**config.mk**
```make
export PLATFORM = sky130hd
export DESIGN_NAME = gauge_ctrl_regs
export DESIGN_NICKNAME = d
export VERILOG_FILES = /design/src/core/gauge_ctrl_pkg.sv /design/src/core/gauge_ctrl_regs.sv /design/src/core/flag_cell.sv /design/src/core/idle_timer.sv
export SDC_FILE = /design/constraint.sdc
export NUM_CORES = 1
export LEC_CHECK = 0
export ABC_AREA = 1
export BUFFER_PORTS_ARGS = -buffer_cell sky130_fd_sc_hd__buf_2
export CORE_AREA = 2 2 115 117
export DETAILED_ROUTE_END_ITERATION = 10
export DIE_AREA = 0 0 117 119
export PLACE_DENSITY_LB_ADDON = 0.12
export RECOVER_POWER = 50
export SYNTH_ARGS = -nofsm -noshare
export SYNTH_HDL_FRONTEND = slang
export SYNTH_SLANG_ARGS = --single-unit
```
**constraint.sdc**
```tcl
create_clock -name clk_i -period 1.88 [get_ports clk_i]
set_input_delay 0.564 -clock clk_i [delete_from_list [all_inputs] [get_ports clk_i]]
set_output_delay 0.564 -clock clk_i [all_outputs]
set_load 0.02 [all_outputs]
```
**src/core/gauge_ctrl_pkg.sv**
```systemverilog
// constants for the gauge control and feature register block
package gauge_ctrl_pkg;
  // register addresses on the internal two-wire register port
  localparam logic [7:0] ADDR_STATUS       = 8'h01;
  localparam logic [7:0] ADDR_FEATURE      = 8'h15;
  localparam logic [7:0] ADDR_SLAVE_ADDR   = 8'h7E;
  localparam logic [7:0] ADDR_SLEEP_CTRL   = 8'h60;
  // field positions
  localparam int unsigned CTRL_UV_BIT      = 6;
  localparam int unsigned CTRL_IDLE_BIT    = 5;
  localparam int unsigned FEAT_ADDR_WE_BIT = 1;
  localparam int unsigned FEAT_PIN_BIT     = 0;
  localparam int unsigned STAT_LEARN_BIT   = 4;
  localparam int unsigned STAT_UV_BIT      = 2;
  localparam int unsigned STAT_POR_BIT     = 1;
  // writable bits of the control register
  localparam logic [7:0] CTRL_MASK         = 8'h60;
  // values after reset
  localparam logic [7:0] SLAVE_ADDR_RESET  = 8'h68;
  localparam logic       ADDR_WE_RESET     = 1'b0;
  localparam logic       PIN_CTRL_RESET    = 1'b1;
  // sleep qualifying time
  localparam int unsigned CLK_MHZ          = 100;
  localparam int unsigned SLEEP_QUALIFY_US = 40;
  localparam int unsigned SLEEP_QUALIFY_CYC = SLEEP_QUALIFY_US * CLK_MHZ;
  localparam int unsigned QCNT_W           = 16;
  // state of the power-up recall
  typedef enum logic [1:0] {
    ST_LOAD_REQ  = 2'h0,
    ST_LOAD_WAIT = 2'h1,
    ST_RUN       = 2'h3
  } recall_state_e;
endpackage

```
**src/core/gauge_ctrl_regs.sv**
```systemverilog
// control, feature and flag registers of the fuel gauge
`timescale 1ns/1ps
`default_nettype none
module gauge_ctrl_regs
  import gauge_ctrl_pkg::*;
(
  // clock and reset
  input  wire logic       clk_i,
  input  wire logic       rst_i,
  // register port from the two-wire slave
  input  wire logic [7:0] reg_addr_i,
  input  wire logic [7:0] reg_wdata_i,
  input  wire logic       reg_we_i,
  output logic [7:0]      reg_rdata_o,
  // nonvolatile parameter memory
  output logic            nv_rd_req_o,
  input  wire logic       nv_rd_done_i,
  input  wire logic [7:0] nv_rd_data_i,
  input  wire logic       persist_cmd_i,
  output logic            nv_wr_o,
  output logic [7:0]      nv_wr_data_o,
  // measurement events
  input  wire logic       cell_voltage_reading_below_sleep_i,
  input  wire logic       vin_below_sleep_i,
  input  wire logic       cell_voltage_reading_below_empty_i,
  input  wire logic       acr_zero_i,
  input  wire logic       learn_set_i,
  input  wire logic       learn_clr_other_i,
  // bus lines as sensed
  input  wire logic       scl_i,
  input  wire logic       sda_i,
  // general purpose pin
  input  wire logic       gp_pin_i,
  output logic            gp_pin_o,
  output logic            gp_pin_oe_o,
  // state
  output logic            sleep_o,
  output logic            ready_o,
  output logic [7:0]      slave_addr_o
);
  import gauge_ctrl_pkg::*;

  recall_state_e state_q;
  logic [7:0]    ctrl_q;
  logic          addr_we_q;
  logic          pin_ctrl_q;
  logic [7:0]    slave_addr_q;
  logic          below_empty_seen_q;
  logic          acr_zero_q;
  logic          sleep_q;
  logic          uv_flag;
  logic          por_flag;
  logic          learn_flag;
  logic          uv_cond;
  logic          idle_cond;
  logic          uv_done;
  logic          idle_done;
  logic          sleep_enter;
  logic          run;
  logic          wr_stat;
  logic          wr_ctrl;
  logic          wr_feat;
  logic          acr_hit;

  assign run     = (state_q == ST_RUN);
  assign wr_stat = run && reg_we_i && (reg_addr_i == ADDR_STATUS);
  assign wr_ctrl = run && reg_we_i && (reg_addr_i == ADDR_SLEEP_CTRL);
  assign wr_feat = run && reg_we_i && (reg_addr_i == ADDR_FEATURE);

  // power-up recall; host writes are held off until the shadow is valid
  always_ff @(posedge clk_i) begin
    if (rst_i) begin
      state_q <= ST_LOAD_REQ;
    end else begin
      unique case (state_q)
        ST_LOAD_REQ:  state_q <= ST_LOAD_WAIT;
        ST_LOAD_WAIT: if (nv_rd_done_i) state_q <= ST_RUN;
        ST_RUN:       state_q <= ST_RUN;
        default:      state_q <= ST_LOAD_REQ;
      endcase
    end
  end

  assign nv_rd_req_o = (state_q == ST_LOAD_REQ);
  assign ready_o     = run;

  always_ff @(posedge clk_i) begin
    if (rst_i) begin
      ctrl_q <= 8'h00;
    end else if (state_q == ST_LOAD_WAIT && nv_rd_done_i) begin
      ctrl_q <= nv_rd_data_i & CTRL_MASK;
    end else if (wr_ctrl) begin
      ctrl_q <= reg_wdata_i & CTRL_MASK;
    end
  end

  // persist only copies the shadow; the shadow itself is untouched
  always_ff @(posedge clk_i) begin
    if (rst_i) begin
      nv_wr_o      <= 1'b0;
      nv_wr_data_o <= 8'h00;
    end else begin
      nv_wr_o <= run && persist_cmd_i;
      if (run && persist_cmd_i) begin
        nv_wr_data_o <= ctrl_q;
      end
    end
  end

  // feature register
  always_ff @(posedge clk_i) begin
    if (rst_i) begin
      addr_we_q <= ADDR_WE_RESET;
    end else if (wr_feat) begin
      addr_we_q <= reg_wdata_i[FEAT_ADDR_WE_BIT];
    end
  end

  always_ff @(posedge clk_i) begin
    if (rst_i) begin
      pin_ctrl_q <= PIN_CTRL_RESET;
    end else if (sleep_enter) begin
      pin_ctrl_q <= 1'b1;
    end else if (wr_feat) begin
      pin_ctrl_q <= reg_wdata_i[FEAT_PIN_BIT];
    end
  end

  // open drain: output level is always low, only the enable moves
  assign gp_pin_o    = 1'b0;
  assign gp_pin_oe_o = !pin_ctrl_q;

  always_ff @(posedge clk_i) begin
    if (rst_i) begin
      slave_addr_q <= SLAVE_ADDR_RESET;
    end else if (run && reg_we_i && reg_addr_i == ADDR_SLAVE_ADDR && addr_we_q) begin
      slave_addr_q <= reg_wdata_i;
    end
  end
  assign slave_addr_o = slave_addr_q;

  // status flags
  flag_cell #(.RESET_VAL(1'b0)) u_uv_flag (
    .clk_i  (clk_i),
    .rst_i  (rst_i),
    .set_i  (cell_voltage_reading_below_sleep_i),
    .clr_i  (wr_stat && !reg_wdata_i[STAT_UV_BIT]),
    .flag_o (uv_flag)
  );

  flag_cell #(.RESET_VAL(1'b1)) u_por_flag (
    .clk_i  (clk_i),
    .rst_i  (rst_i),
    .set_i  (1'b0),
    .clr_i  (wr_stat && !reg_wdata_i[STAT_POR_BIT]),
    .flag_o (por_flag)
  );

  // remembers that voltage dropped below active empty before the count hit zero
  always_ff @(posedge clk_i) begin
    if (rst_i) begin
      below_empty_seen_q <= 1'b0;
      acr_zero_q         <= 1'b0;
    end else begin
      acr_zero_q <= acr_zero_i;
      if (cell_voltage_reading_below_empty_i) begin
        below_empty_seen_q <= 1'b1;
      end else if (acr_hit || learn_set_i) begin
        below_empty_seen_q <= 1'b0;
      end
    end
  end

  assign acr_hit = acr_zero_i && !acr_zero_q && below_empty_seen_q;

  flag_cell #(.RESET_VAL(1'b0)) u_learn_flag (
    .clk_i  (clk_i),
    .rst_i  (rst_i),
    .set_i  (learn_set_i),
    .clr_i  (acr_hit || learn_clr_other_i || sleep_enter),
    .flag_o (learn_flag)
  );

  // sleep qualification
  assign uv_cond   = ctrl_q[CTRL_UV_BIT] && vin_below_sleep_i;
  assign idle_cond = ctrl_q[CTRL_IDLE_BIT] && !scl_i && !sda_i;

  idle_timer u_uv_timer (
    .clk_i  (clk_i),
    .rst_i  (rst_i),
    .cond_i (run && uv_cond),
    .scl_i  (scl_i),
    .sda_i  (sda_i),
    .done_o (uv_done)
  );

  idle_timer u_idle_timer (
    .clk_i  (clk_i),
    .rst_i  (rst_i),
    .cond_i (run && idle_cond),
    .scl_i  (scl_i),
    .sda_i  (sda_i),
    .done_o (idle_done)
  );

  assign sleep_enter = !sleep_q && (uv_done || idle_done);

  // bus activity wakes the device only with the bus-idle enable set and no under-voltage condition
  always_ff @(posedge clk_i) begin
    if (rst_i) begin
      sleep_q <= 1'b0;
    end else if (sleep_enter) begin
      sleep_q <= 1'b1;
    end else if (scl_i || sda_i) begin
      sleep_q <= sleep_q && !(ctrl_q[CTRL_IDLE_BIT] && !uv_cond);
    end
  end
  assign sleep_o = sleep_q;

  // read data
  always_ff @(posedge clk_i) begin
    if (rst_i) begin
      reg_rdata_o <= 8'h00;
    end else begin
      unique case (reg_addr_i)
        ADDR_STATUS:     reg_rdata_o <= {3'h0, learn_flag, 1'b0, uv_flag, por_flag, 1'b0};
        ADDR_FEATURE:    reg_rdata_o <= {6'h00, addr_we_q, gp_pin_i};
        ADDR_SLEEP_CTRL: reg_rdata_o <= ctrl_q;
        ADDR_SLAVE_ADDR: reg_rdata_o <= slave_addr_q;
        default:         reg_rdata_o <= 8'h00;
      endcase
    end
  end

  // checks
  a_pin_follows_ctrl: assert property (@(posedge clk_i) disable iff (rst_i)
    wr_feat && !sleep_enter |=> gp_pin_oe_o == !$past(reg_wdata_i[FEAT_PIN_BIT]))
    else $error("pin driver does not follow feature write");
  a_pin_sleep_release: assert property (@(posedge clk_i) disable iff (rst_i)
    sleep_enter |=> !gp_pin_oe_o)
    else $error("pin driven after sleep entry");
  a_addr_write_gate: assert property (@(posedge clk_i) disable iff (rst_i)
    !addr_we_q |=> $stable(slave_addr_q))
    else $error("slave address changed while writes disabled");
  a_uv_flag_sticky: assert property (@(posedge clk_i) disable iff (rst_i)
    uv_flag && !(wr_stat && !reg_wdata_i[STAT_UV_BIT]) |=> uv_flag)
    else $error("under-voltage flag cleared without host");
  a_por_flag_sticky: assert property (@(posedge clk_i) disable iff (rst_i)
    por_flag && !wr_stat |=> por_flag)
    else $error("power-on flag cleared without host");
  a_ctrl_recall: assert property (@(posedge clk_i) disable iff (rst_i)
    state_q == ST_LOAD_WAIT && nv_rd_done_i |=> ctrl_q == ($past(nv_rd_data_i) & CTRL_MASK))
    else $error("control not recalled");
  a_persist_data: assert property (@(posedge clk_i) disable iff (rst_i)
    run && persist_cmd_i |=> nv_wr_o && nv_wr_data_o == $past(ctrl_q))
    else $error("persist did not store shadow");
  a_sleep_needs_enable: assert property (@(posedge clk_i) disable iff (rst_i)
    sleep_enter |-> ctrl_q[CTRL_UV_BIT] || ctrl_q[CTRL_IDLE_BIT])
    else $error("sleep entered with both enables off");
  a_learn_clear_cause: assert property (@(posedge clk_i) disable iff (rst_i)
    learn_flag && !learn_set_i && !learn_clr_other_i && !sleep_enter && !below_empty_seen_q
    |=> learn_flag)
    else $error("learn flag cleared by count without low voltage");
  a_pin_sense_read: assert property (@(posedge clk_i) disable iff (rst_i)
    reg_addr_i == ADDR_FEATURE |=> reg_rdata_o[0] == $past(gp_pin_i))
    else $error("pin sense not returned");
  a_ctrl_host_write: assert property (@(posedge clk_i) disable iff (rst_i)
    wr_ctrl |=> ctrl_q == ($past(reg_wdata_i) & CTRL_MASK))
    else $error("control write not taken");
  // persist must leave the shadow alone, or a copy would race a host write
  a_persist_keeps_shadow: assert property (@(posedge clk_i) disable iff (rst_i)
    run && persist_cmd_i && !wr_ctrl |=> $stable(ctrl_q))
    else $error("shadow changed by persist");
  a_addr_write_taken: assert property (@(posedge clk_i) disable iff (rst_i)
    run && reg_we_i && reg_addr_i == ADDR_SLAVE_ADDR && addr_we_q
    |=> slave_addr_q == $past(reg_wdata_i))
    else $error("enabled slave address write lost");
  a_addr_we_write: assert property (@(posedge clk_i) disable iff (rst_i)
    wr_feat |=> addr_we_q == $past(reg_wdata_i[FEAT_ADDR_WE_BIT]))
    else $error("address write enable not taken");
  a_sleep_pin_hold: assert property (@(posedge clk_i) disable iff (rst_i)
    sleep_q && !gp_pin_oe_o && !wr_feat |=> !gp_pin_oe_o)
    else $error("pin driven during sleep without host write");

  c_sleep_idle: cover property (@(posedge clk_i) disable iff (rst_i) sleep_enter && idle_done);
  c_sleep_uv:   cover property (@(posedge clk_i) disable iff (rst_i) sleep_enter && uv_done);
  c_pin_low:    cover property (@(posedge clk_i) disable iff (rst_i) gp_pin_oe_o);
  c_learn_clr:  cover property (@(posedge clk_i) disable iff (rst_i) acr_hit && learn_flag);
  c_persist:    cover property (@(posedge clk_i) disable iff (rst_i) nv_wr_o);
endmodule
`default_nettype wire

```
**src/core/flag_cell.sv**
```systemverilog
// sticky flag: hardware set wins over host clear
`timescale 1ns/1ps
`default_nettype none
module flag_cell #(
  parameter logic RESET_VAL = 1'b0
) (
  // clock and reset
  input  wire logic clk_i,
  input  wire logic rst_i,
  // set and clear
  input  wire logic set_i,
  input  wire logic clr_i,
  // state
  output logic      flag_o
);
  always_ff @(posedge clk_i) begin
    if (rst_i) begin
      flag_o <= RESET_VAL;
    end else if (set_i) begin
      flag_o <= 1'b1;
    end else if (clr_i) begin
      flag_o <= 1'b0;
    end
  end
endmodule
`default_nettype wire

```
**src/core/idle_timer.sv**
```systemverilog
// qualifying-time counter that restarts on any change of the watched lines
`timescale 1ns/1ps
`default_nettype none
module idle_timer
  import gauge_ctrl_pkg::*;
(
  // clock and reset
  input  wire logic clk_i,
  input  wire logic rst_i,
  // condition and watched lines
  input  wire logic cond_i,
  input  wire logic scl_i,
  input  wire logic sda_i,
  // qualified
  output logic      done_o
);
  logic [QCNT_W-1:0] cnt_q;
  logic              scl_q;
  logic              sda_q;
  logic              moved;

  assign moved = (scl_i != scl_q) || (sda_i != sda_q);

  always_ff @(posedge clk_i) begin
    if (rst_i) begin
      scl_q <= 1'b1;
      sda_q <= 1'b1;
    end else begin
      scl_q <= scl_i;
      sda_q <= sda_i;
    end
  end

  always_ff @(posedge clk_i) begin
    if (rst_i) begin
      cnt_q <= '0;
    end else if (!cond_i || moved) begin
      cnt_q <= '0;
    end else if (cnt_q != QCNT_W'(SLEEP_QUALIFY_CYC)) begin
      cnt_q <= cnt_q + 1'b1;
    end
  end

  assign done_o = cond_i && !moved && (cnt_q == QCNT_W'(SLEEP_QUALIFY_CYC));
endmodule
`default_nettype wire

```
; Yosys cells after proc, flatten, opt, wreduce, memory -nomap -nowiden
; Index checks and enable logic that the tools add are counted.
[totals]
out_inout_bits = 30
reg_bits = 65
input_bits = 38
romBits = 0
mem_count = 0
latch_bits = 0
elab_cells = 99
ram_bits = 0
[classes]
n_div = 0
eq_ne = 13
reduce_logical = 53
add_sub_neg = 2
bitwise_logic = 0
muxes = 13
magnitude_cmp = 0
n_mul = 0
n_shift = 0
[ops]
columns = cell, count
row1 = 16-bit by 1-bit adder with 16-bit output (second input constant), 2
row2 = 16-bit by 12-bit equality test with 1-bit output (second input constant), 2
row3 = 16-bit by 12-bit inequality test with 1-bit output (second input constant), 2
row4 = 8-bit case mux with 4 select lines, 1
row5 = 1-bit logical AND, 24
row6 = 8-bit by 7-bit equality test with 1-bit output (second input constant), 2
row7 = 7-bit two-way mux, 2
row8 = 1-bit logical NOT, 12
row9 = 2-bit nonzero test, 5
row10 = 8-bit by 1-bit equality test with 1-bit output (second input constant), 1
row11 = 8-bit by 5-bit equality test with 1-bit output (second input constant), 1
row12 = 1-bit logical OR, 8
row13 = 1-bit two-way mux, 8
row14 = 2-bit case mux with 3 select lines, 1
row15 = 2-bit OR reduction, 3
row16 = 2-bit by 1-bit equality test with 1-bit output (second input constant), 1
row17 = 2-bit equality test (second input constant), 1
row18 = 2-bit logical NOT, 1
row19 = 2-bit two-way mux, 1
row20 = 1-bit inequality test, 2
row21 = 2-bit inequality test (second input constant), 1

; Longest topological paths before layout
[logic_depth]
word_depth = 11
ltp_mapped = 11
ltp_nobuf = 11

; Cells and area by module
; A second synthesis with hierarchy kept.
[hier_totals]
cells_unflattened = 537
hier_area_um2 = 3540.9
[by_module_without_submodules]
columns = mod, seq_area_each_um2, instances, cells_each, area_per_inst_um2
row1 = idle_timer, 360.3, 2, 156, 1023.5
row2 = gauge_ctrl_regs, 560.5, 1, 210, 1378.8
row3 = flag_cell (u_learn_flag ...), 20.0, 2, 5, 40.0
row4 = flag_cell (u_por_flag), 20.0, 1, 5, 35.0

; Worst setup path after synthesis
; Ideal clock, no wire load.
[synth_path]
path_kind = input-to-reg
startpoint = input port reg_addr_i[3]
endpoint = register slave_addr_q[1] (netlist: slave_addr_o[1])
path_stages = 7
t_required_ns = 1.764
setup_time_ns = 0.116
path_slack_ns = 0.397
t_arrival_ns = 1.367
path_buffers = 0
cell_sequence = inv_1 > nor3_1 > nand2_2 > nor3_2 > inv_2 > nor2_1 > nor2_1
[synth_between]
elab_chain_cells = 3
[synth_lines]
columns = item, line_no
row1 = "start, declared", gauge_ctrl_regs.sv:11  ; input wire logic [7:0] reg_addr_i,
row2 = 8-bit by 7-bit equality test with 1-bit output, gauge_ctrl_regs.sv:136  ; end else if (run && reg_we_i && reg_addr_i == ADDR_SLAVE_ADDR && addr_we_q) begin
row3 = 1-bit logical AND (2 in a row), gauge_ctrl_regs.sv:136
row4 = "end signal, assigned", gauge_ctrl_regs.sv:137  ; slave_addr_q <= reg_wdata_i;
row5 = "end, declared", gauge_ctrl_regs.sv:47  ; logic [7:0] slave_addr_q;
; Every way passes these cells.
; A chain may end at the register's enable or synchronous reset.

; Worst setup path in the final report
[layout_path]
startpoint = register state_q[1]
endpoint = output port ready_o
[layout_between]
elab_chain_cells = 1
[layout_lines]
columns = item, line_no
row1 = "start, declared", gauge_ctrl_regs.sv:43  ; recall_state_e state_q;
row2 = "start signal, assigned", gauge_ctrl_regs.sv:73  ; state_q <= ST_LOAD_REQ;
row3 = "start signal, assigned", gauge_ctrl_regs.sv:76  ; ST_LOAD_REQ: state_q <= ST_LOAD_WAIT;
row4 = "start signal, assigned", gauge_ctrl_regs.sv:77  ; ST_LOAD_WAIT: if (nv_rd_done_i) state_q <= ST_RUN;
row5 = 2-bit equality test, gauge_ctrl_regs.sv:65  ; assign run = (state_q == ST_RUN);
row6 = "end, declared", gauge_ctrl_regs.sv:38  ; output logic ready_o,
; Every way passes these cells.

==> run metrics <==
initial antenna violation count 0; critical-path cell list nand2_1 -> clkinv_4 -> buf_2; CTS Hold Bufs 0; drt drc 0; Die X 117 µm; # IOs 68; Maximum Capacitance Violations 0; fin. max-slew vios 0; Fill cells 1,471; Post-Synth Simple-Gate Area 0.304; CORE AREA between 0.01 and 0.015 mm²; Antenna Cells 0; Pre-antenna DRT Iters 4; worst hold path type reg -> reg; Worst Path Buf+Inv 2; syn_area_per_cell roughly 7 µm²; RSZ-0062 raised after global routing false; adder-cell share of the synthesized area 0.0162; Achievable Freq 612 MHz; CP Capture Type output port; Final Util 0.296; CTS tree built; slew margin rel. 0.456; GR Overflow Total 0; initial core utilization 0.239; Worst-path clk slew roughly 0.05 ns; CTS-repair resized insts 0; Crit path required time between 1 and 1.5 ns; Clock Path Buffers 2; final setup vio count 0; kind of critical path reg -> out; Via-to-Cell Ratio about 4.1; Final GP Congestion 0.729; CTS root buffer clkbuf_16; nets 541; Post-Synth XOR/XNOR Area 0.00568; worst-skew pair later-pin latency between 0.3 and 0.4 ns; top cell type's share of synthesized area 0.422; dpl cells 664; final hold slack 0.453 ns; Synthesis Warnings 0; Starting DRT DRC Count between 70 and 80; Port Buffers between 50 and 60; DR WL/cell about 11 µm; share of cells above drive strength 1 0.161; Worst VDD drop 0.348 mV; synth unique cells 39; Routed WL 7.52 mm; slowest CP cell dfxtp_1; GRT Util Overall 0.116; Final ANT Viol Nets 0; synth top area cells dfxtp_1 (42%), nand2_1 (13%), inv_1 (7.9%); Setup Fix Bufs, Post-CTS 0; Power Density 861 mW/mm²; flops & latches, synth 65; crit-path max FO 5; final setup skew 0.00641 ns; CTS H-Tree Depth 3; Synth Cell Area 0.00308 mm²; DP HPWL 5.87 mm; crit-path leading delay family flip-flops; crit-path max cell delay 0.37 ns; Worst setup SP type register; largest net degree at the start of global routing 17; Fin. Hold Viols 0; vias in the first global route around 2,700; Synth area leader dfxtp_1; # rows 42; sequential fraction of the synthesis area 0.422; Post-Syn Instances 435; met3 routed wirelength 370 µm; Die Y 119 µm; Final period util 0.869; Critical Path AT 1.07 ns; Total Die Area 0.0139 mm²; CTS Sinks 65; status finished clean; setup TNS 0 ns; layout overhead on the synthesized area 23.5%; routed via count 2,799; cts bufs inserted 9; Finished Layout Cells roughly 680; M1 wire length 3.57 mm; Compound-Gate Fraction of Synth Area 0.134; max layer used met4; multiplexer area fraction after synthesis 0; main combinational cell family by area after synthesis simple AND/OR/NAND/NOR gates; fin crit period 1.63 ns; leakage power roughly 0.0016 µW; first-pass GRT wire length 12.8 mm; Tightest Pin Transition 0.817 ns; met2 wire len around 3.5 mm
==> routing by layer <==
layer,vias up,global-route usage
met3,4,0.0356
met4,0,0.0397
met2,49,0.193
met5,-,0
li1,1492,-
met1,1254,0.142
==> power by group <==
| part | switching [µW] | leakage (µW) | internal [µW] | total, µW |
|---|---|---|---|---|
| Sequential | 11.4 | 0.000526 | 1390 | 1400 |
| Clock | 587 | 0.000158 | 1160 | 1750 |
| Combinational | 79.6 | 0.000925 | 46.3 | 126 |
==> synth_stat cells <==
cell and number:
o21ai_1 3, o21a_1 1, o21ai_0 22, a21oi_2 2, xnor2_1 1, nor2_2 8, a31oi_1 3, dfxtp_1 65
nand3b_1 1, nor3b_2 1, nand3_1 15, or2_2 2, nand2_1 106, buf_4 7, inv_1 65, nand2_2 6
nor3_2 4, nand4_1 5, o211ai_1 1, a21oi_1 40, buf_6 2, nand3_2 3, o31ai_1 1, conb_1 1
a211oi_2 1, clkinv_1 1, nor2_1 39, nor4_1 1, nor3_4 2, o2111ai_1 1, nor3_1 8, clkbuf_1 2
xor2_1 1, clkbuf_2 1, ha_1 4, or2_0 3, inv_2 4, clkinv_4 1, a211oi_1 1
==> sequential cells by signal, indices dropped and copies added, names as in the netlist <==
name	flops
u_uv_timer.cnt_q	16
u_uv_timer.sda_q	1
acr_zero_q	1
u_idle_timer.cnt_q	16
slave_addr_o	8
u_learn_flag.flag_o	1
below_empty_seen_q	1
nv_wr_data_o	2
u_uv_flag.flag_o	1
nv_wr_o	1
u_uv_timer.scl_q	1
sleep_o	1
addr_we_q	1
ctrl_q	2
u_por_flag.flag_o	1
pin_ctrl_q	1
state_q	2
reg_rdata_o	8
==> metrics by stage <==
step,setup slack (ns),instance area [µm²],power (µW)
final,0.246,3810,3280
after floorplan,0.397,3110,1520
after detailed placement,0.0212,3550,1570
after global routing,0.147,3810,3410
after CTS,0.243,3860,3340
after global placement,0.0487,3550,1570
==> final cells by class <==
type,instances,area (µm²),area share
multi-input cells,293,1430,0.374
flip-flops and latches,65,1300,0.342
clock buffers,13,280,0.0736
repair buffers,59,273,0.0717
inverters,71,272,0.0713
well taps,176,220,0.0579
clock inverters,2,35.0,0.00920
==> worst reg2reg max path: stages, from the launching register on <==
cell	delay, ns
dfxtp_1	0.37
nand2_1	0.13
clkinv_4	0.09
nand3_1	0.07
nor2_1	0.14
nand2_1	0.08
clkbuf_1	0.27
a211oi_1	0.31
==> cell usage in the layout (no fill, tap or decap), types with 2 or more instances in the layout <==
cell type  count
a211oi_1       2
a21oi_1       40
a21oi_2        2
a31oi_1        3
buf_2         35
buf_4          2
clkbuf_1      22
clkbuf_16      9
clkbuf_8       4
conb_1         7
dfxtp_1       65
ha_1           4
inv_1         65
inv_2          4
nand2_1      108
nand2_2        4
nand3_1       17
nand4_1        5
nor2_1        39
nor2_2         8
nor3_1         8
nor3_2         4
nor3_4         2
o21ai_0       22
o21ai_1        3
or2_0          3
or2_2          2
==> cells by family after synthesis <==
logic type                 count (synthesis)
other                                      1
xor gates and xnor gates                   2
and+or+nand+nor                          204
AOI/OAI and AO/OA                         76
adders and majority gates                  4
DFF                                       65
buffers and inverters                     83
==> final timing paths <==
path         slack (ns)             endpoint              start  depth (start not counted)
max                0.25              ready_o         state_q[1]                          3
min                0.45    u_por_flag.flag_o  u_por_flag.flag_o                          2
max reg2reg        0.33  u_uv_timer.cnt_q[7]         state_q[1]                          7
min reg2reg        0.45    u_por_flag.flag_o  u_por_flag.flag_o                          2
(Power assumes the default switching activity.)
